File: src/core/cad_defines.vh
// Constants for the CPU arithmetic and status datapath
`ifndef CAD_DEFINES_VH
`define CAD_DEFINES_VH

// ALU operation codes
`define CAD_OP_ADD      4'h0
`define CAD_OP_ADDC     4'h1
`define CAD_OP_SUB      4'h2
`define CAD_OP_SUBB     4'h3
`define CAD_OP_AND      4'h4
`define CAD_OP_IOR      4'h5
`define CAD_OP_XOR      4'h6
`define CAD_OP_ASR      4'h7
`define CAD_OP_SHL      4'h8
`define CAD_OP_LSR      4'h9
`define CAD_OP_MOV      4'ha
`define CAD_OP_NOP      4'hf

// Multiplier modes
`define CAD_MUL_SS      3'h0
`define CAD_MUL_UU      3'h1
`define CAD_MUL_SU5     3'h2
`define CAD_MUL_UU5     3'h3
`define CAD_MUL_US      3'h4
`define CAD_MUL_SU      3'h5
`define CAD_MUL_UU8     3'h6

// Flag update mask bit positions (also status bit positions)
`define CAD_C_BIT       0
`define CAD_Z_BIT       1
`define CAD_OV_BIT      2
`define CAD_N_BIT       3
`define CAD_RA_BIT      4
`define CAD_IPL_LO      5
`define CAD_IPL_HI      7
`define CAD_DC_BIT      8

// Control register bit positions
`define CAD_PWE_BIT     2
`define CAD_IPLM_BIT    3

// Table page bit that opens configuration space
`define CAD_TBLPG_CFG   7

// Top program address bit
`define CAD_PADDR_TOP   23

// Reset values
`define CAD_FLAGS_RST   16'h0000
`define CAD_CTRL_RST    16'h0000

// Divide timing
`define CAD_DIV_CYCLES  5'h13
`define CAD_DIV_ITERS   5'h10

`endif

File: src/core/cad_shifter.v
// Single-cycle barrel shifter for arithmetic right, logic right and left shifts
`timescale 1ns/1ps
`default_nettype none
`include "cad_defines.vh"

module cad_shifter #(
  parameter WIDTH = 16
) (
  input  wire [WIDTH-1:0] data_in,
  input  wire [3:0]       amount_in,
  input  wire [1:0]       kind_in,
  output reg  [WIDTH-1:0] result_out,
  output reg              carry_out
);
  // kind: 0 arithmetic right, 1 left, 2 logic right
  reg [2*WIDTH-1:0] wide;

  always @* begin
    wide       = {2*WIDTH{1'b0}};
    result_out = {WIDTH{1'b0}};
    carry_out  = 1'b0;
    case (kind_in)
      2'h0: begin
        wide       = $signed({data_in, {WIDTH{1'b0}}}) >>> amount_in;
        result_out = wide[2*WIDTH-1:WIDTH];
        carry_out  = (amount_in == 4'h0) ? 1'b0 : wide[WIDTH-1];
      end
      2'h1: begin
        wide       = {{WIDTH{1'b0}}, data_in} << amount_in;
        result_out = wide[WIDTH-1:0];
        carry_out  = (amount_in == 4'h0) ? 1'b0 : wide[WIDTH];
      end
      2'h2: begin
        wide       = {data_in, {WIDTH{1'b0}}} >> amount_in;
        result_out = wide[2*WIDTH-1:WIDTH];
        carry_out  = (amount_in == 4'h0) ? 1'b0 : wide[WIDTH-1];
      end
      default: begin
        result_out = data_in;
      end
    endcase
  end
endmodule // cad_shifter

`default_nettype wire

File: src/core/cad_divider.v
// Iterative restoring divider, one step per divisor bit
`timescale 1ns/1ps
`default_nettype none
`include "cad_defines.vh"

module cad_divider (
  input  wire        mclk_in,
  input  wire        rstn_in,
  input  wire        start_in,
  input  wire        hold_in,
  input  wire        signed_in,
  input  wire        long_in,
  input  wire [31:0] dividend_in,
  input  wire [15:0] divisor_in,
  output reg  [15:0] quot_out,
  output reg  [15:0] rem_out,
  output reg         busy_out,
  output reg         done_out
);
  localparam ST_IDLE = 2'h0;
  localparam ST_RUN  = 2'h1;
  localparam ST_FIX  = 2'h2;

  reg [1:0]  state_r;
  reg [4:0]  cnt_r;
  reg [31:0] num_r;
  reg [16:0] part_r;
  reg [15:0] den_r;
  reg        qneg_r;
  reg        rneg_r;
  reg [31:0] dvd_abs;
  reg [15:0] dvs_abs;
  reg [16:0] trial;
  reg [15:0] q_fix;
  reg [15:0] r_fix;

  always @* begin
    dvd_abs = long_in ? dividend_in : (signed_in ? {{16{dividend_in[15]}}, dividend_in[15:0]}
                                                  : {16'h0000, dividend_in[15:0]});
    if (signed_in && dvd_abs[31])
      dvd_abs = 32'h0 - dvd_abs;
    dvs_abs = (signed_in && divisor_in[15]) ? 16'h0 - divisor_in : divisor_in;
    trial   = {part_r[15:0], num_r[31]} - {1'b0, den_r};
    q_fix   = qneg_r ? 16'h0 - num_r[15:0] : num_r[15:0];
    r_fix   = rneg_r ? 16'h0 - part_r[15:0] : part_r[15:0];
  end

  // Interrupt hold freezes the sequence at any cycle boundary
  always @(posedge mclk_in or negedge rstn_in) begin
    if (!rstn_in) begin
      state_r  <= ST_IDLE;
      cnt_r    <= 5'h00;
      num_r    <= 32'h0;
      part_r   <= 17'h0;
      den_r    <= 16'h0;
      qneg_r   <= 1'b0;
      rneg_r   <= 1'b0;
      quot_out <= 16'h0;
      rem_out  <= 16'h0;
      busy_out <= 1'b0;
      done_out <= 1'b0;
    end else begin
      done_out <= 1'b0;
      case (state_r)
        ST_IDLE: begin
          if (start_in) begin
            num_r    <= {dvd_abs[15:0], 16'h0};
            part_r   <= {1'b0, dvd_abs[31:16]};
            den_r    <= dvs_abs;
            qneg_r   <= signed_in & ((long_in ? dividend_in[31] : dividend_in[15]) ^ divisor_in[15]);
            rneg_r   <= signed_in & (long_in ? dividend_in[31] : dividend_in[15]);
            cnt_r    <= `CAD_DIV_CYCLES - 5'h1;
            busy_out <= 1'b1;
            state_r  <= ST_RUN;
          end
        end
        ST_RUN: if (!hold_in) begin
          cnt_r <= cnt_r - 5'h1;
          if (cnt_r >= `CAD_DIV_CYCLES - `CAD_DIV_ITERS) begin
            if (!trial[16]) begin
              part_r <= trial;
              num_r  <= {num_r[30:0], 1'b1};
            end else begin
              part_r <= {part_r[15:0], num_r[31]};
              num_r  <= {num_r[30:0], 1'b0};
            end
          end
          if (cnt_r == 5'h2)
            state_r <= ST_FIX;
        end
        ST_FIX: if (!hold_in) begin
          quot_out <= q_fix;
          rem_out  <= r_fix;
          busy_out <= 1'b0;
          done_out <= 1'b1;
          state_r  <= ST_IDLE;
        end
        default: state_r <= ST_IDLE;
      endcase
    end
  end
endmodule // cad_divider

`default_nettype wire

File: src/core/cad_alu_core.v
// CPU arithmetic datapath with status and control registers
`timescale 1ns/1ps
`default_nettype none
`include "cad_defines.vh"

module cad_alu_core #(
  parameter WIDTH = 16
) (
  input  wire             mclk_in,
  input  wire             rstn_in,
  input  wire             op_valid_in,
  input  wire [3:0]       op_code_in,
  input  wire             byte_mode_in,
  input  wire [8:0]       flag_mask_in,
  input  wire [WIDTH-1:0] opa_in,
  input  wire [WIDTH-1:0] opb_in,
  input  wire [3:0]       shift_amt_in,
  input  wire             shift_src_reg_in,
  input  wire             mul_valid_in,
  input  wire [2:0]       mul_mode_in,
  input  wire [4:0]       mul_lit_in,
  input  wire             div_start_in,
  input  wire             div_signed_in,
  input  wire             div_long_in,
  input  wire [31:0]      dividend_in,
  input  wire [WIDTH-1:0] divisor_in,
  input  wire             irq_hold_in,
  input  wire             repeat_busy_in,
  input  wire             nesting_disable_in,
  input  wire             hw_prio_we_in,
  input  wire [3:0]       hw_prio_in,
  input  wire             flags_we_in,
  input  wire             ctrl_we_in,
  input  wire [WIDTH-1:0] wdata_in,
  input  wire             pfetch_valid_in,
  input  wire [23:0]      paddr_in,
  input  wire             ptable_in,
  input  wire [7:0]       table_page_in,
  output reg  [WIDTH-1:0] result_out,
  output reg              result_valid_out,
  output reg              result_to_wreg_out,
  output reg  [31:0]      product_out,
  output reg              product_valid_out,
  output reg  [WIDTH-1:0] quotient_out,
  output reg  [WIDTH-1:0] remainder_out,
  output reg              div_busy_out,
  output reg              div_done_out,
  output reg  [WIDTH-1:0] alu_flags_out,
  output reg  [WIDTH-1:0] cpu_control_out,
  output reg  [3:0]       eff_priority_out,
  output reg              user_irq_block_out,
  output reg              prog_window_out,
  output reg              paddr_ok_out
);
  // Status and control storage
  reg       dc_r, n_r, ov_r, z_r, c_r, ra_r;
  reg [2:0] ipl_r;
  reg       iplm_r;
  reg       pwe_r;
  reg       dc_nxt, n_nxt, ov_nxt, z_nxt, c_nxt;
  reg [2:0] ipl_nxt;
  reg       iplm_nxt;

  // All inputs share mclk_in
  reg [WIDTH-1:0] res;
  reg [WIDTH:0]   sum;
  reg [4:0]       lo_sum;
  reg [8:0]       mid_sum;
  reg [WIDTH-1:0] b_eff;
  reg             cin;
  reg             is_arith;
  reg             is_sub;
  reg             cy, hc, ovf, neg, zero;
  reg [1:0]       sh_kind;
  reg [16:0]      ma, mb;
  reg signed [33:0] mprod;

  wire [WIDTH-1:0] sh_res;
  wire             sh_cy;
  wire [WIDTH-1:0] div_q;
  wire [WIDTH-1:0] div_r;
  wire             div_busy;
  wire             div_done;

  // Byte results are masked to the low half
  function [WIDTH-1:0] size_mask;
    input [WIDTH-1:0] v;
    input             bm;
    begin
      size_mask = bm ? {{(WIDTH-8){1'b0}}, v[7:0]} : v;
    end
  endfunction

  function msb_of;
    input [WIDTH-1:0] v;
    input             bm;
    begin
      msb_of = bm ? v[7] : v[WIDTH-1];
    end
  endfunction

  always @* begin
    case (op_code_in)
      `CAD_OP_ASR: sh_kind = 2'h0;
      `CAD_OP_SHL: sh_kind = 2'h1;
      `CAD_OP_LSR: sh_kind = 2'h2;
      default:     sh_kind = 2'h3;
    endcase
  end

  cad_shifter #(
    .WIDTH (WIDTH)
  ) u_shift (
    .data_in    (size_mask(opa_in, byte_mode_in)),
    .amount_in  (shift_amt_in),
    .kind_in    (sh_kind),
    .result_out (sh_res),
    .carry_out  (sh_cy)
  );

  cad_divider u_div (
    .mclk_in     (mclk_in),
    .rstn_in     (rstn_in),
    .start_in    (div_start_in),
    .hold_in     (irq_hold_in),
    .signed_in   (div_signed_in),
    .long_in     (div_long_in),
    .dividend_in (dividend_in),
    .divisor_in  (divisor_in),
    .quot_out    (div_q),
    .rem_out     (div_r),
    .busy_out    (div_busy),
    .done_out    (div_done)
  );

  // Arithmetic and logic
  always @* begin
    is_sub   = (op_code_in == `CAD_OP_SUB) || (op_code_in == `CAD_OP_SUBB);
    is_arith = is_sub || (op_code_in == `CAD_OP_ADD) || (op_code_in == `CAD_OP_ADDC);
    b_eff    = size_mask(is_sub ? ~opb_in : opb_in, byte_mode_in);
    case (op_code_in)
      `CAD_OP_SUB:  cin = 1'b1;
      `CAD_OP_ADDC: cin = c_r;
      `CAD_OP_SUBB: cin = c_r;
      default:      cin = 1'b0;
    endcase
    sum     = {1'b0, size_mask(opa_in, byte_mode_in)} + {1'b0, b_eff} + {{WIDTH{1'b0}}, cin};
    lo_sum  = {1'b0, opa_in[3:0]} + {1'b0, b_eff[3:0]} + {4'h0, cin};
    mid_sum = {1'b0, opa_in[7:0]} + {1'b0, b_eff[7:0]} + {8'h00, cin};
    hc      = byte_mode_in ? lo_sum[4] : mid_sum[8];
    cy      = byte_mode_in ? sum[8] : sum[WIDTH];
    case (op_code_in)
      `CAD_OP_AND: res = opa_in & opb_in;
      `CAD_OP_IOR: res = opa_in | opb_in;
      `CAD_OP_XOR: res = opa_in ^ opb_in;
      `CAD_OP_MOV: res = opa_in;
      `CAD_OP_ASR, `CAD_OP_SHL, `CAD_OP_LSR: res = sh_res;
      default:     res = sum[WIDTH-1:0];
    endcase
    if (sh_kind != 2'h3) begin
      cy = sh_cy;
      if (byte_mode_in && sh_kind == 2'h0 && shift_amt_in != 4'h0)
        res = sh_res;
    end
    res  = size_mask(res, byte_mode_in);
    neg  = msb_of(res, byte_mode_in);
    zero = (res == {WIDTH{1'b0}});
    ovf  = is_arith & (msb_of(opa_in, byte_mode_in) == msb_of(b_eff, byte_mode_in))
           & (msb_of(opa_in, byte_mode_in) != neg);
  end

  // Flag next state; mask selects which flags this op affects
  always @* begin
    dc_nxt   = dc_r;
    n_nxt    = n_r;
    ov_nxt   = ov_r;
    z_nxt    = z_r;
    c_nxt    = c_r;
    ipl_nxt  = ipl_r;
    iplm_nxt = iplm_r;
    if (flags_we_in) begin
      dc_nxt = wdata_in[`CAD_DC_BIT];
      n_nxt  = wdata_in[`CAD_N_BIT];
      ov_nxt = wdata_in[`CAD_OV_BIT];
      z_nxt  = wdata_in[`CAD_Z_BIT];
      c_nxt  = wdata_in[`CAD_C_BIT];
      if (!nesting_disable_in)
        ipl_nxt = wdata_in[`CAD_IPL_HI:`CAD_IPL_LO];
    end
    if (op_valid_in) begin
      if (flag_mask_in[`CAD_DC_BIT]) dc_nxt = hc;
      if (flag_mask_in[`CAD_N_BIT])  n_nxt  = neg;
      if (flag_mask_in[`CAD_OV_BIT]) ov_nxt = ovf;
      if (flag_mask_in[`CAD_C_BIT])  c_nxt  = cy;
      // Extended ops only clear zero, never set it
      if (flag_mask_in[`CAD_Z_BIT])
        z_nxt = ((op_code_in == `CAD_OP_ADDC) || (op_code_in == `CAD_OP_SUBB)) ?
                (z_r & zero) : zero;
    end
    if (ctrl_we_in && !wdata_in[`CAD_IPLM_BIT])
      iplm_nxt = 1'b0;
    if (hw_prio_we_in) begin
      ipl_nxt  = hw_prio_in[2:0];
      iplm_nxt = hw_prio_in[3];
    end
  end

  always @* begin
    ma = {17{1'b0}};
    mb = {17{1'b0}};
    case (mul_mode_in)
      `CAD_MUL_SS:  begin ma = {opa_in[15], opa_in}; mb = {opb_in[15], opb_in}; end
      `CAD_MUL_UU:  begin ma = {1'b0, opa_in};       mb = {1'b0, opb_in};       end
      `CAD_MUL_SU5: begin ma = {opa_in[15], opa_in}; mb = {12'h000, mul_lit_in}; end
      `CAD_MUL_UU5: begin ma = {1'b0, opa_in};       mb = {12'h000, mul_lit_in}; end
      `CAD_MUL_US:  begin ma = {1'b0, opa_in};       mb = {opb_in[15], opb_in}; end
      `CAD_MUL_SU:  begin ma = {opa_in[15], opa_in}; mb = {1'b0, opb_in};       end
      `CAD_MUL_UU8: begin ma = {9'h000, opa_in[7:0]}; mb = {9'h000, opb_in[7:0]}; end
      default:      ;
    endcase
    mprod = $signed(ma) * $signed(mb);
  end

  always @(posedge mclk_in or negedge rstn_in) begin
    if (!rstn_in) begin
      dc_r <= 1'b0; n_r <= 1'b0; ov_r <= 1'b0; z_r <= 1'b0; c_r <= 1'b0; ra_r <= 1'b0;
      ipl_r  <= 3'h0;
      iplm_r <= 1'b0;
      pwe_r  <= 1'b0;
      result_out         <= {WIDTH{1'b0}};
      result_valid_out   <= 1'b0;
      result_to_wreg_out <= 1'b0;
      product_out        <= 32'h0;
      product_valid_out  <= 1'b0;
      quotient_out       <= {WIDTH{1'b0}};
      remainder_out      <= {WIDTH{1'b0}};
      div_busy_out       <= 1'b0;
      div_done_out       <= 1'b0;
      alu_flags_out      <= `CAD_FLAGS_RST;
      cpu_control_out    <= `CAD_CTRL_RST;
      eff_priority_out   <= 4'h0;
      user_irq_block_out <= 1'b0;
      prog_window_out    <= 1'b0;
      paddr_ok_out       <= 1'b0;
    end else begin
      dc_r   <= dc_nxt;
      n_r    <= n_nxt;
      ov_r   <= ov_nxt;
      z_r    <= z_nxt;
      c_r    <= c_nxt;
      ra_r   <= repeat_busy_in;
      ipl_r  <= ipl_nxt;
      iplm_r <= iplm_nxt;
      if (ctrl_we_in)
        pwe_r <= wdata_in[`CAD_PWE_BIT];
      result_out         <= res;
      result_valid_out   <= op_valid_in;
      // Multi-bit shifts always return to a working register
      result_to_wreg_out <= op_valid_in & ((sh_kind != 2'h3) | shift_src_reg_in);
      product_out        <= (mul_mode_in == `CAD_MUL_UU8) ? {16'h0000, mprod[15:0]}
                                                          : mprod[31:0];
      product_valid_out  <= mul_valid_in;
      if (div_done) begin
        quotient_out  <= div_q;
        remainder_out <= div_r;
      end
      div_busy_out <= div_busy;
      div_done_out <= div_done;
      alu_flags_out <= {7'h00, dc_nxt, ipl_nxt, repeat_busy_in,
                        n_nxt, ov_nxt, z_nxt, c_nxt};
      cpu_control_out <= {12'h000, iplm_nxt,
                          ctrl_we_in ? wdata_in[`CAD_PWE_BIT] : pwe_r, 2'h0};
      eff_priority_out   <= {iplm_nxt, ipl_nxt};
      user_irq_block_out <= iplm_nxt | (ipl_nxt == 3'h7);
      prog_window_out    <= ctrl_we_in ? wdata_in[`CAD_PWE_BIT] : pwe_r;
      // Upper half reachable only by table ops with the config page bit
      paddr_ok_out <= pfetch_valid_in & (~paddr_in[`CAD_PADDR_TOP] |
                      (ptable_in & table_page_in[`CAD_TBLPG_CFG]));
    end
  end
endmodule // cad_alu_core

`default_nettype wire

File: config.mk
export PLATFORM = sky130hd
export DESIGN_NAME = cad_alu_core
export DESIGN_NICKNAME = d
export VERILOG_FILES = /design/src/core/cad_shifter.v /design/src/core/cad_divider.v /design/src/core/cad_alu_core.v
export VERILOG_INCLUDE_DIRS = /design/src /design/src/core
export SDC_FILE = /design/constraint.sdc
export NUM_CORES = 1
export LEC_CHECK = 0
export BUFFER_PORTS_ARGS = -buffer_cell sky130_fd_sc_hd__buf_2
export CAP_MARGIN = 10
export CORE_MARGIN = 3
export CORE_UTILIZATION = 50
export CTS_BUF_LIST = sky130_fd_sc_hd__clkbuf_16
export DETAILED_ROUTE_END_ITERATION = 10
export PLACE_DENSITY = 0.7
export RECOVER_POWER = 50
export SLEW_MARGIN = 20
export SYNTH_ARGS = -nofsm -noshare
export SYNTH_HDL_FRONTEND = slang
export SYNTH_SLANG_ARGS = --single-unit
File: constraint.sdc
create_clock -name mclk_in -period 7.4 [get_ports mclk_in]
set_clock_uncertainty 0.2 [all_clocks]
set_input_delay 0 -clock mclk_in [delete_from_list [all_inputs] [get_ports mclk_in]]
set_output_delay 0 -clock mclk_in [all_outputs]
set_load 0.02 [all_outputs]
* After elaboration in Yosys (flattened, before gate mapping) *
Cells that the tools add are included.

cells by class
  $add $sub $neg = 12
  reductions and logical operators = 32
  bitwise operators = 18
  magnitude comparators = 1
  eq/ne operators = 30
  muxes and demuxes = 75
  shift-type cells = 3
  multiply operators = 1

operators by type and width
  cell                                               number
  2-to-1 mux 32 bit                                  7
  2-to-1 mux 16 bit                                  13
  one-hot mux 16 bit (5 select lines)                1
  one-hot mux 17 bit (4 select lines)                1
  one-hot mux 32 bit (2 select lines)                1
  one-hot mux 17 bit (3 select lines)                1
  one-hot mux 16 bit (3 select lines)                1
  subtractor 1 x 16 -> 16 bit, first input constant  3
  2-to-1 mux 1 bit                                   34
  multiplier 17 x 17 -> 32 bit                       1
  one-hot mux 16 bit (2 select lines)                1
  right shift 32 x 4 -> 32 bit                       1
  >>> shifter 32 x 4 -> 32 bit                       1
  subtractor 1 x 32 -> 32 bit, first input constant  1
  adder 16 x 16 -> 17 bit                            1
  adder 17 x 1 -> 17 bit                             1
  left shift 16 x 4 -> 17 bit                        1
  subtractor 17 x 16 -> 17 bit                       1
  bitwise AND 16 bit                                 1
  == test 4 x 3 -> 1 bit, second input constant      4
  logical NOT 16 bit                                 1
  NOT 16 bit                                         1
  bitwise OR 16 bit                                  1
  bitwise XOR 16 bit                                 1
  43 further kinds                                   92

storage, ports and cells
  bits of input ports = 174
  logic and storage cells = 205
  bits in registers = 219
  output and inout port bits = 124

* Logic depth before layout (Yosys ltp) *
Gate-level depths: netlist of the first run.

  depth after elaboration = 15
  depth in mapped cells = 28
  depth with buffers taken out = 26

* Hierarchy *
A second synthesis of the first run with hierarchy kept.

second synthesis, totals
  cell total of the unflattened synthesis = 2960
  area total of the unflattened synthesis = 25762.2 sq um

by module, submodules not included
  module        area an instance (sq um)  seq. area each (sq um)  cells each  instances
  cad_alu_core  16607.2                   2452.4                  1859        1
  cad_divider   6945.4                    2677.6                  832         1
  cad_shifter   2209.6                    0.0                     269         1

* Worst setup path after synthesis of the first run *
Ideal clock, no wire load.

  kind = input to register
  from = input port mul_mode_in[1]
  to = register product_out[30]
  required time = 7.075 ns
  data arrival time = 6.325 ns
  path buffers = 3
  stages = 25
  library setup time = 0.125 ns
  path slack = 0.751 ns
  cells stage by stage = clkbuf_1 > o21ai_1 > clkbuf_1 > nand2_1 > clkbuf_1 > nor2_1 > fa_1 > inv_1 > fa_1 > fa_1 > inv_1 > fa_1 > fa_1 > inv_1 > fa_1 > inv_1 > ha_1 > and3_1 > o311ai_0 > nand4_1 > a41oi_1 > nand2b_1 > a311oi_1 > a31oi_1 > mux2_2

on the way
  longest elaborated chain between the ends = 5
  elaborated cells on any way between the ends = 16
  classes of those cells = 1 x mul; 6 x eq/ne; 3 x mux; 6 x reduce/logical

ends and longest elaborated chain
  element                                                                                            line                RTL
  start: declaration                                                                                 cad_alu_core.v:20   input wire [2:0] mul_mode_in,
  == test 3 bit (tied with other cells)                                                              cad_alu_core.v:211  case (mul_mode_in)
  OR reduction 3 bit (no source line) / OR reduction 2 bit (equally long branches)                   n/a
  one-hot mux 17 bit (3 select lines) / one-hot mux 17 bit (4 select lines) (equally long branches)  cad_alu_core.v:211
  multiplier 17 x 17 -> 32 bit                                                                       cad_alu_core.v:221  mprod = $signed(ma) * $signed(mb);
  2-to-1 mux 32 bit (*)                                                                              cad_alu_core.v:260  product_out <= (mul_mode_in == `CAD_MUL_UU8) ? {16'h0000, mprod[15:0]}
  end signal: assignment                                                                             cad_alu_core.v:260
  end: declaration                                                                                   cad_alu_core.v:42   output reg [31:0] product_out,

Mark *: on every way between the ends. The rest lies on a longest branch, timed or not.
A chain may end at the register's enable or synchronous reset.

* Final worst setup path of the first run *
  from = input port mul_mode_in[0]
  to = register product_out[30]

The elaborated chain is that of the path after synthesis.

==> impl_metrics.json, run 1 <==
{
  "status": "finished, violations left",
  "violations": "max-capacitance violations, max-slew violations",
  "fin_nets": 3847,
  "antenna_found_initial": 3,
  "cts_sinks": 205,
  "fin_total_pwr_w": 0.00960,
  "numCtsBuffers": 24,
  "arrival_ns": 7.20,
  "hp-class": "primary input to register",
  "worstPathRequired_ns": 7.61,
  "fin_ws_ns": 0.409,
  "die-height_um": 231,
  "worst_slew_margin_rel_pct": -150,
  "port_buffers": 234,
  "hold_viol_final": 0,
  "synthFlopType": "dfrtp_1",
  "share_comb_of_total_power_pct": 69.2,
  "finalCritPeriodShare_pct": 94.5,
  "ios": 298,
  "gr-total-overflow": 0,
  "post_cts_buffers": 0,
  "final_cells": 3917,
  "htreeDepth": 1,
  "initial_core_util_pct": 51.1,
  "postSynthAreaPerCell_um2": 8.63,
  "ant_nets": 0,
  "slew_viol_final": 259,
  "p_switching_w": 0.00468,
  "start_kind": "primary input",
  "tightest_slew_ns": 3.76,
  "cts_root_buffer": "clkbuf_16",
  "routed_via_density": 5.77,
  "drt-pass1-iter-count": 5,
  "drt_wl_total_um": 78600,
  "cts_tree": "yes",
  "grt_pass1_vias": 23400,
  "holdWs_ns": 0.0453,
  "tns_ns": 0,
  "synth_edf_count": 0,
  "grt_first_pass_wirelength_um": 126000,
  "seq_power_share_pct": 19.0,
  "netlist_instances": 2925,
  "min_period_ns": 6.99,
  "drc": 0,
  "die-area_um2": 53200,
  "cts.clk_slew.worst_paths_ns": 0.06,
  "core_area_um2": 49400,
  "power_density_nw_per_um2": 331,
  "leakage_nw": 14.0,
  "internal_power_w": 0.00492,
  "syn2layout_area_growth_pct": 14.8,
  "critPathKind": "primary input to register",
  "clock_path_buffers": 3,
  "critPathBufInv": 10,
  "fmax_mhz": 143,
  "maxCapViolCount": 4,
  "cp_top_family": "adder cells",
  "place_congestion": 0.963,
  "drive_gt1_share_pct": 9.59,
  "dp_slack_ns": 0.382,
  "ys_warn_count": 0,
  "grt_use_total_pct": 29.6,
  "grt_max_degree": 72,
  "sw_frac_of_total_pct": 48.7,
  "synth-seq-cells": 205,
  "insertion_delay_ns": 0.53,
  "clkPwrFrac_pct": 11.9,
  "cpMaxStageDelayCell": "fa_1",
  "rsz0062_at_grt": "no",
  "drt_iter0_markers": 1967,
  "avgRoutedWirePerCell_um": 20.1,
  "max_stage_delay_ns": 0.56,
  "vias": 22600,
  "async_flop_share_pct": 100,
  "vdd_ir_drop_max_v": 0.000507,
  "setup_viol_count_final": 0,
  "synth_cell_type_count": 86,
  "endpoint_kind": "register",
  "fp.dieW_um": 231,
  "yosysSeqAreaShare_pct": 20.3,
  "hpwl_um": 60700,
  "dp_cells": 3729,
  "netlist_area_um2": 25200,
  "rows": 81,
  "cp_max_fo": 17
}
synth_stat cells, types with 6 or more instances:
cell	instances	area, um^2
buf_6	8	90.1
o22ai_1	10	62.6
buf_2	14	70.1
ha_1	152	1900
o211ai_1	19	143
nor2_1	297	1110
o31a_1	6	52.6
dfrtp_1	205	5130
o21ai_0	166	831
o31ai_1	23	173
o21a_1	15	113
nand3_1	69	345
or4_1	10	75.1
a22oi_1	15	113
o41ai_1	7	61.3
and3_1	15	93.8
buf_1	10	37.5
a221oi_1	13	114
a21oi_1	149	746
xnor2_1	84	736
nand2_1	299	1120
a22o_1	9	78.8
nor3_1	59	295
clkbuf_1	114	428
a31oi_1	24	150
xor2_1	51	447
nand2b_1	30	188
nand4_1	9	56.3
mux4_2	16	360
mux2_2	43	484
or3_1	15	93.8
a21o_1	28	210
nor2b_1	26	163
inv_1	413	1550
fa_1	285	5710
a211oi_1	13	97.6
buf_4	37	278
and2_1	14	87.6
mux2i_1	43	430
nor4_1	9	56.3
worst reg2reg max path, cell delays in order, from the launching register on:
cell and delay [ns]:
dfrtp_1 0.39, nor2b_4 0.15, clkbuf_1 2.05, a31o_2 0.38, buf_4 0.52, a221oi_1 0.15
dlygate4sd3_1 0.71, a21o_1 0.15
power by group through the flow:
stage | clock, W | combinational, W | sequential, W
finish | 0.00114 | 0.00664 | 0.00182
floorplan | 0 | 0.00470 | 0.00188
CTS | 0.00117 | 0.00670 | 0.00181
global placement | 0 | 0.00633 | 0.00182
detailed placement | 0 | 0.00649 | 0.00183
global route | 0.00122 | 0.00747 | 0.00186
stage by stage:
| step | area [um^2] | util, % |
|---|---|---|
| 2_1_floorplan | 25300 | - |
| 3_3_place_gp | 26900 | 54.6 |
| 3_5_place_dp | 26900 | 54.6 |
| 4_1_cts | 29100 | 59.1 |
| 5_1_grt | 29000 | 58.7 |
| 6_report | 29000 | 58.7 |
cell usage in the layout (no fill, tap or decap), types with 10 or more instances in the layout:
cell and instances:
a211oi_1 13, a21o_1 28, a21oi_1 149, a221oi_1 13
a22oi_1 15, a31oi_1 23, and2_1 14, and3_1 15
buf_2 128, buf_4 68, clkbuf_1 111, clkbuf_16 24
conb_1 21, dfrtp_1 205, dlygate4sd3_1 144, fa_1 285
ha_1 152, inv_1 417, mux2_2 42, mux2i_1 43
mux4_2 16, nand2_1 299, nand2b_1 30, nand3_1 69
nor2_1 295, nor2b_1 25, nor3_1 59, o211ai_1 19
o21a_1 15, o21ai_0 166, o22ai_1 10, o31ai_1 23
or3_1 15, or4_1 10, xnor2_1 84, xor2_1 51
flip-flops by register name, summed over array words and instances, names as in the netlist, 6 cells and up:
signal	cells
result_out	16
alu_flags_out	6
u_div.num_r	32
u_div.quot_out	16
product_out	32
u_div.part_r	16
quotient_out	16
u_div.rem_out	16
u_div.den_r	16
remainder_out	16
logic make-up after synthesis:
group,share of synthesized area [%]
buf+inv,9.93
simple gates,15.5
other cells,0.0149
fa+ha+maj,30.1
mux,5.26
xor+xnor,4.69
flops,20.3
compound gates,14.1
worst paths after layout:
check                                             start                            end  slack [ns]  cells after the start
setup / recovery                         mul_mode_in[0]      product_out[30]$_DFF_PN0_        0.41                     29
hold / removal                         shift_src_reg_in   result_to_wreg_out$_DFF_PN0_        0.05                      3
setup reg to reg           u_div.state_r[0]$_DFFE_PN0P_   u_div.part_r[10]$_DFFE_PN0P_        2.60                      7
hold reg to reg              u_div.busy_out$_DFFE_PN0P_         div_busy_out$_DFF_PN0_        0.17                      0
max in group asynchronous                       rstn_in   quotient_out[14]$_DFFE_PN0P_        2.86                      4
min in group asynchronous                       rstn_in  remainder_out[15]$_DFFE_PN0P_        0.90                      4
layer usage:
metal	share of wire, %	wire [um]	up-vias	GRT usage (%)
met5	0.031	24	-	0
met4	5.3	4160	4	13.9
met3	7.1	5560	239	4.28
met2	48	38000	982	49.8
met1	39	30900	11200	37.9
li1	-	-	10200	-
what timing repair did:
item / 4_1_cts / 5_1_grt
resized for setup: 0 / 1
setup endpoints to repair: 0 / 1
hold buffers: 145 / 0
endpoints found under the hold margin: 224 / 0
final cells by class:
class	count	area, um^2
antenna	1	2.50
clock buffer	24	601
clock inverter	18	150
fill	4491	20400
inverter	414	1550
multi-input combinational	2140	17700
sequential	205	5130
tap	664	831
timing repair buffer	451	3010
Note: power is estimated with default switching activity, not from simulation.
==> run 2: changes to the inputs <==
clock period = 7.8 ns   (was 7.4 ns; I/O delays follow)
==> impl_metrics.json, run 2 (synthesized netlist as in run 1, its figures left out) <==
{
  "status": "finished, violations left",
  "violations": "max-capacitance violations, max-slew violations",
  "r2r_slack_ns": 2.96,
  "fp.dieW_um": 231,
  "drt_iter0_markers": 1998,
  "dp_cells": 3706,
  "grt_use_total_pct": 29.7,
  "min_path_cells": 3,
  "drt-pass1-iter-count": 6,
  "final_cell_mix": "inv_1, nand2_1, nor2_1",
  "finalCritPeriodShare_pct": 94.2,
  "die-area_um2": 53200,
  "dp_slack_ns": 0.419,
  "cp-startpoint": "mul_mode_in[0]",
  "cts.clk_slew.worst_paths_ns": 0.06,
  "syn2layout_area_growth_pct": 14.1,
  "tns_ns": 0,
  "worstHoldStart": "pfetch_valid_in",
  "post_cts_buffers": 0,
  "worstPathRequired_ns": 8.07,
  "cts_root_buffer": "clkbuf_16",
  "vias": 22500,
  "power_density_nw_per_um2": 315,
  "fin_nets": 3819,
  "vdd_ir_drop_max_v": 0.000491,
  "min_period_ns": 7.35,
  "place_congestion": 0.960,
  "rows": 81,
  "drive_gt1_share_pct": 9.05,
  "worst_slew_margin_rel_pct": -191,
  "numCtsBuffers": 25,
  "hold-path-endpoint": "paddr_ok_out$_DFF_PN0_",
  "ios": 298,
  "cp_max_fo": 17,
  "reg2reg_depth": 7,
  "rsz0062_at_grt": "no",
  "grt_first_pass_wirelength_um": 126000,
  "avgRoutedWirePerCell_um": 20.1,
  "final_common_cell": "inv_1",
  "holdWs_ns": 0.0392,
  "hold_viol_final": 0,
  "insertion_delay_ns": 0.55,
  "critPathKind": "primary input to register",
  "fmax_mhz": 136,
  "slew_viol_final": 207,
  "hp-class": "primary input to register",
  "reg_top3": "product_out x32, u_div.num_r x32",
  "htreeDepth": 1,
  "initial_core_util_pct": 51.1,
  "ant_nets": 0,
  "clock_path_buffers": 3,
  "fin_ws_ns": 0.454,
  "hpwl_um": 59800,
  "drt_wl_total_um": 78300,
  "grt_pass1_vias": 23300,
  "fillers": 4466,
  "grt_max_degree": 81,
  "maxCapViolCount": 3,
  "start_kind": "primary input",
  "worstReg2RegStart": "u_div.state_r[1]$_DFFE_PN0P_",
  "reg2reg_to": "u_div.part_r[10]$_DFFE_PN0P_",
  "drc": 0,
  "die-height_um": 231,
  "final_cells": 3895,
  "arrival_ns": 7.61,
  "cts_sinks": 205,
  "core_area_um2": 49400,
  "endpoint_kind": "register",
  "antenna_found_initial": 10,
  "port_buffers": 234,
  "setup_viol_count_final": 0,
  "tightest_slew_ns": 4.36,
  "leakage_nw": 13.9,
  "gr-total-overflow": 0,
  "cts_tree": "yes",
  "routed_via_density": 5.78
}
## run 2: worst max-delay path, cell delays in order
cell and delay, ns:
dlygate4sd3_1 0.52, buf_2 0.22, o21ai_1 0.09, buf_4 0.22, a22oi_1 0.14, dlygate4sd3_1 0.57, buf_4 0.25, nand2b_1 0.18
inv_1 0.06, ha_1 0.43, fa_2 0.78, inv_1 0.23, fa_1 0.52, inv_1 0.05, fa_1 0.51, inv_1 0.06
fa_1 0.55, inv_1 0.05, ha_1 0.37, a21o_1 0.22, a21o_1 0.18, a21o_1 0.20, a21o_1 0.17, a21o_1 0.22
or3_1 0.32, o21ai_0 0.25, mux2i_1 0.25
## run 2: what timing repair did
action	CTS	global route
hold buffers	139	0
endpoints found under the hold margin	232	0
setup endpoints to repair	0	1
resized for setup	0	1
## run 2: through the flow
stage | power (W) | utilization [%] | instance area, um^2
floorplan | 0.00625 | - | 25300
global placement | 0.00772 | 54.2 | 26800
detailed placement | 0.00786 | 54.2 | 26800
CTS | 0.00918 | 58.7 | 29000
global route | 0.0100 | 58.3 | 28800
finish | 0.00908 | 58.3 | 28800
## run 2: report_power, final
part / switching, W / leakage (nW) / internal (W)
clock network: 0.000486 / 0.399 / 0.000650
registers: 0.000279 / 2.63 / 0.00145
logic: 0.00367 / 10.8 / 0.00255
## run 2: area by class of cell
class	instances	area (um^2)	share of cell area, %
Sequential cell	205	5130	17.8
Clock inverter	20	158	0.548
Timing Repair Buffer	422	2780	9.66
Inverter	414	1550	5.40
Antenna cell	5	12.5	0.0435
Tap cell	664	831	2.89
Multi-Input combinational cell	2140	17700	61.5
Clock buffer	25	626	2.17
## run 2: worst max-delay path by stage
stage | to | slack (ns) | cells past startpoint
2_1_floorplan | product_out[30]$_DFF_PN0_ | 1.15 | 25
3_3_place_gp | product_out[30]$_DFF_PN0_ | 0.58 | 22
3_5_place_dp | product_out[29]$_DFF_PN0_ | 0.42 | 22
4_1_cts | product_out[29]$_DFF_PN0_ | 0.27 | 27
5_1_grt | product_out[29]$_DFF_PN0_ | 0.18 | 27
6_report | product_out[29]$_DFF_PN0_ | 0.45 | 27
## run 2: routing by layer
layer / vias to the layer above / GRT usage (%) / wire [um]
li1: 10200 / - / -
met1: 11100 / 38.0 / 30600
met2: 940 / 50.0 / 38000
met3: 246 / 5.70 / 6220
met4: 10 / 11.8 / 3520
met5: - / 0 / 61
==> run 3: changes to the inputs <==
BUFFER_PORTS_ARGS = -buffer_cell sky130_fd_sc_hd__buf_4   (was -buffer_cell sky130_fd_sc_hd__buf_2)
CTS_BUF_LIST = sky130_fd_sc_hd__clkbuf_4 sky130_fd_sc_hd__clkbuf_8   (was sky130_fd_sc_hd__clkbuf_16)
==> impl_metrics.json, run 3 (synthesized netlist as in run 1, its figures left out) <==
{
  "status": "finished, violations left",
  "violations": "max-capacitance violations, max-slew violations",
  "sw_frac_of_total_pct": 48.4,
  "fillers": 4450,
  "clock_path_buffers": 3,
  "cts.clk_slew.worst_paths_ns": 0.06,
  "cp_max_fo": 17,
  "htreeDepth": 2,
  "leakage_nw": 14.1,
  "drt-pass1-iter-count": 6,
  "power_density_nw_per_um2": 311,
  "avgRoutedWirePerCell_um": 20.0,
  "cp-startpoint": "mul_mode_in[0]",
  "vdd_ir_drop_max_v": 0.000419,
  "fmax_mhz": 136,
  "cpMaxStageDelayCell": "fa_1",
  "drt_iter0_markers": 2092,
  "grt_max_degree": 76,
  "internal_power_w": 0.00471,
  "rows": 81,
  "initial_core_util_pct": 51.1,
  "fp.dieW_um": 231,
  "finalCritPeriodShare_pct": 94.5,
  "gr-total-overflow": 0,
  "ant_nets": 0,
  "numCtsBuffers": 39,
  "rsz0062_at_grt": "no",
  "insertion_delay_ns": 0.58,
  "place_congestion": 0.958,
  "routed_via_density": 5.75,
  "share_comb_of_total_power_pct": 68.4,
  "min_period_ns": 7.37,
  "dp_slack_ns": 0.467,
  "setup_viol_count_final": 0,
  "worstReg2RegStart": "u_div.state_r[1]$_DFFE_PN0P_",
  "maxCapViolCount": 5,
  "reg_top3": "product_out x32, u_div.num_r x32",
  "slew_viol_final": 287,
  "hp-class": "primary input to register",
  "grt_first_pass_wirelength_um": 127000,
  "critPathKind": "primary input to register",
  "max_stage_delay_ns": 0.90,
  "worstPathRequired_ns": 8.10,
  "die-area_um2": 53200,
  "drive_gt1_share_pct": 9.58,
  "worstHoldStart": "pfetch_valid_in",
  "cts_sinks": 205,
  "arrival_ns": 7.67,
  "core_area_um2": 49400,
  "hold_viol_final": 0,
  "tns_ns": 0,
  "final_common_cell": "inv_1",
  "cts_root_buffer": "clkbuf_8",
  "port_buffers": 234,
  "die-height_um": 231,
  "fin_nets": 3849,
  "antenna_found_initial": 3,
  "fin_total_pwr_w": 0.00914,
  "endpoint_kind": "register",
  "worst_slew_margin_rel_pct": -153,
  "clkPwrFrac_pct": 12.7,
  "grt_pass1_vias": 23200,
  "grt_use_total_pct": 29.9,
  "hpwl_um": 59400,
  "syn2layout_area_growth_pct": 16.3,
  "final_cell_mix": "inv_1, nand2_1, nor2_1",
  "fin_ws_ns": 0.428,
  "tightest_slew_ns": 3.80,
  "cts_resized": 0,
  "ios": 298,
  "p_switching_w": 0.00442,
  "vias": 22600,
  "cts_tree": "yes",
  "start_kind": "primary input",
  "seq_power_share_pct": 18.9,
  "drc": 0,
  "drt_wl_total_um": 78800
}
[run 3: cell types whose count changed in the layout (fill, tap and decap cells not counted), moves of 2 or more]
cell           before  now
buf_2             129    0
buf_4              46  158
clkbuf_8            0   52
dlygate4sd3_1     138  164
clkbuf_16          25    0
clkbuf_4            0   13
clkinv_1            8    1
inv_1             417  413
diode_2             5    2
clkbuf_1          109  111
[run 3: routing by layer]
layer  GRT usage [%]  share of wire [%]
met5               0              0.063
met4            11.1                3.9
met3            4.84                7.7
met2            50.5                 50
met1            39.0                 39
[run 3: final timing paths]
kind / end / slack, ns / cells past startpoint
worst max-delay path: product_out[29]$_DFF_PN0_ / 0.43 / 27
worst min-delay path: paddr_ok_out$_DFF_PN0_ / 0.04 / 3
worst max register to register: u_div.part_r[10]$_DFFE_PN0P_ / 2.95 / 7
worst min register to register: div_busy_out$_DFF_PN0_ / 0.17 / 0
max in group asynchronous: product_out[31]$_DFF_PN0_ / 3.23 / 4
min in group asynchronous: u_div.num_r[4]$_DFFE_PN0P_ / 0.90 / 4
[run 3: area by class of cell]
class                           instances  area (um^2)  share of cell area [%]
Inverter                              414         1550                    5.29
Tap cell                              664          831                    2.83
Timing Repair Buffer                  438         3280                    11.2
Sequential cell                       205         5130                    17.5
Clock buffer                           60          776                    2.64
Clock inverter                          9         85.1                   0.290
Antenna cell                            2         5.00                  0.0171
Multi-Input combinational cell       2140        17700                    60.3
[run 3: power by group through the flow]
stage	sequential [W]	clock [W]	combinational, W
3_5_place_dp	0.00174	0	0.00617
6_report	0.00173	0.00116	0.00625
4_1_cts	0.00172	0.00120	0.00638
5_1_grt	0.00177	0.00126	0.00707
3_3_place_gp	0.00173	0	0.00604
2_1_floorplan	0.00179	0	0.00446
[run 3: worst max-delay path: cells and delay by family]
family / cells / cell delay, ns
adder cells (fa/ha/maj): 6 / 3.25
buffers and inverters: 10 / 2.27
AO/OA/AOI/OAI: 8 / 1.41
AND/OR/NAND/NOR: 2 / 0.51
multiplexers: 1 / 0.21
[run 3: timing repair]
action	in CTS	in global routing
hold buffers	165	0
endpoints found under the hold margin	280	0
setup buffers	0	0
endpoints found under the setup margin	0	0
[run 3: metrics by stage]
step	utilization [%]	cell area [um^2]	hold WS [ns]	instances
floorplan	-	25300	-0.496	2945
global placement	55.2	27300	-0.201	3696
global route	59.5	29300	0.0512	3930
detailed placement	55.2	27300	-0.197	3696
finish	59.5	29400	0.0445	3932
CTS	60.4	29800	0.00159	3930
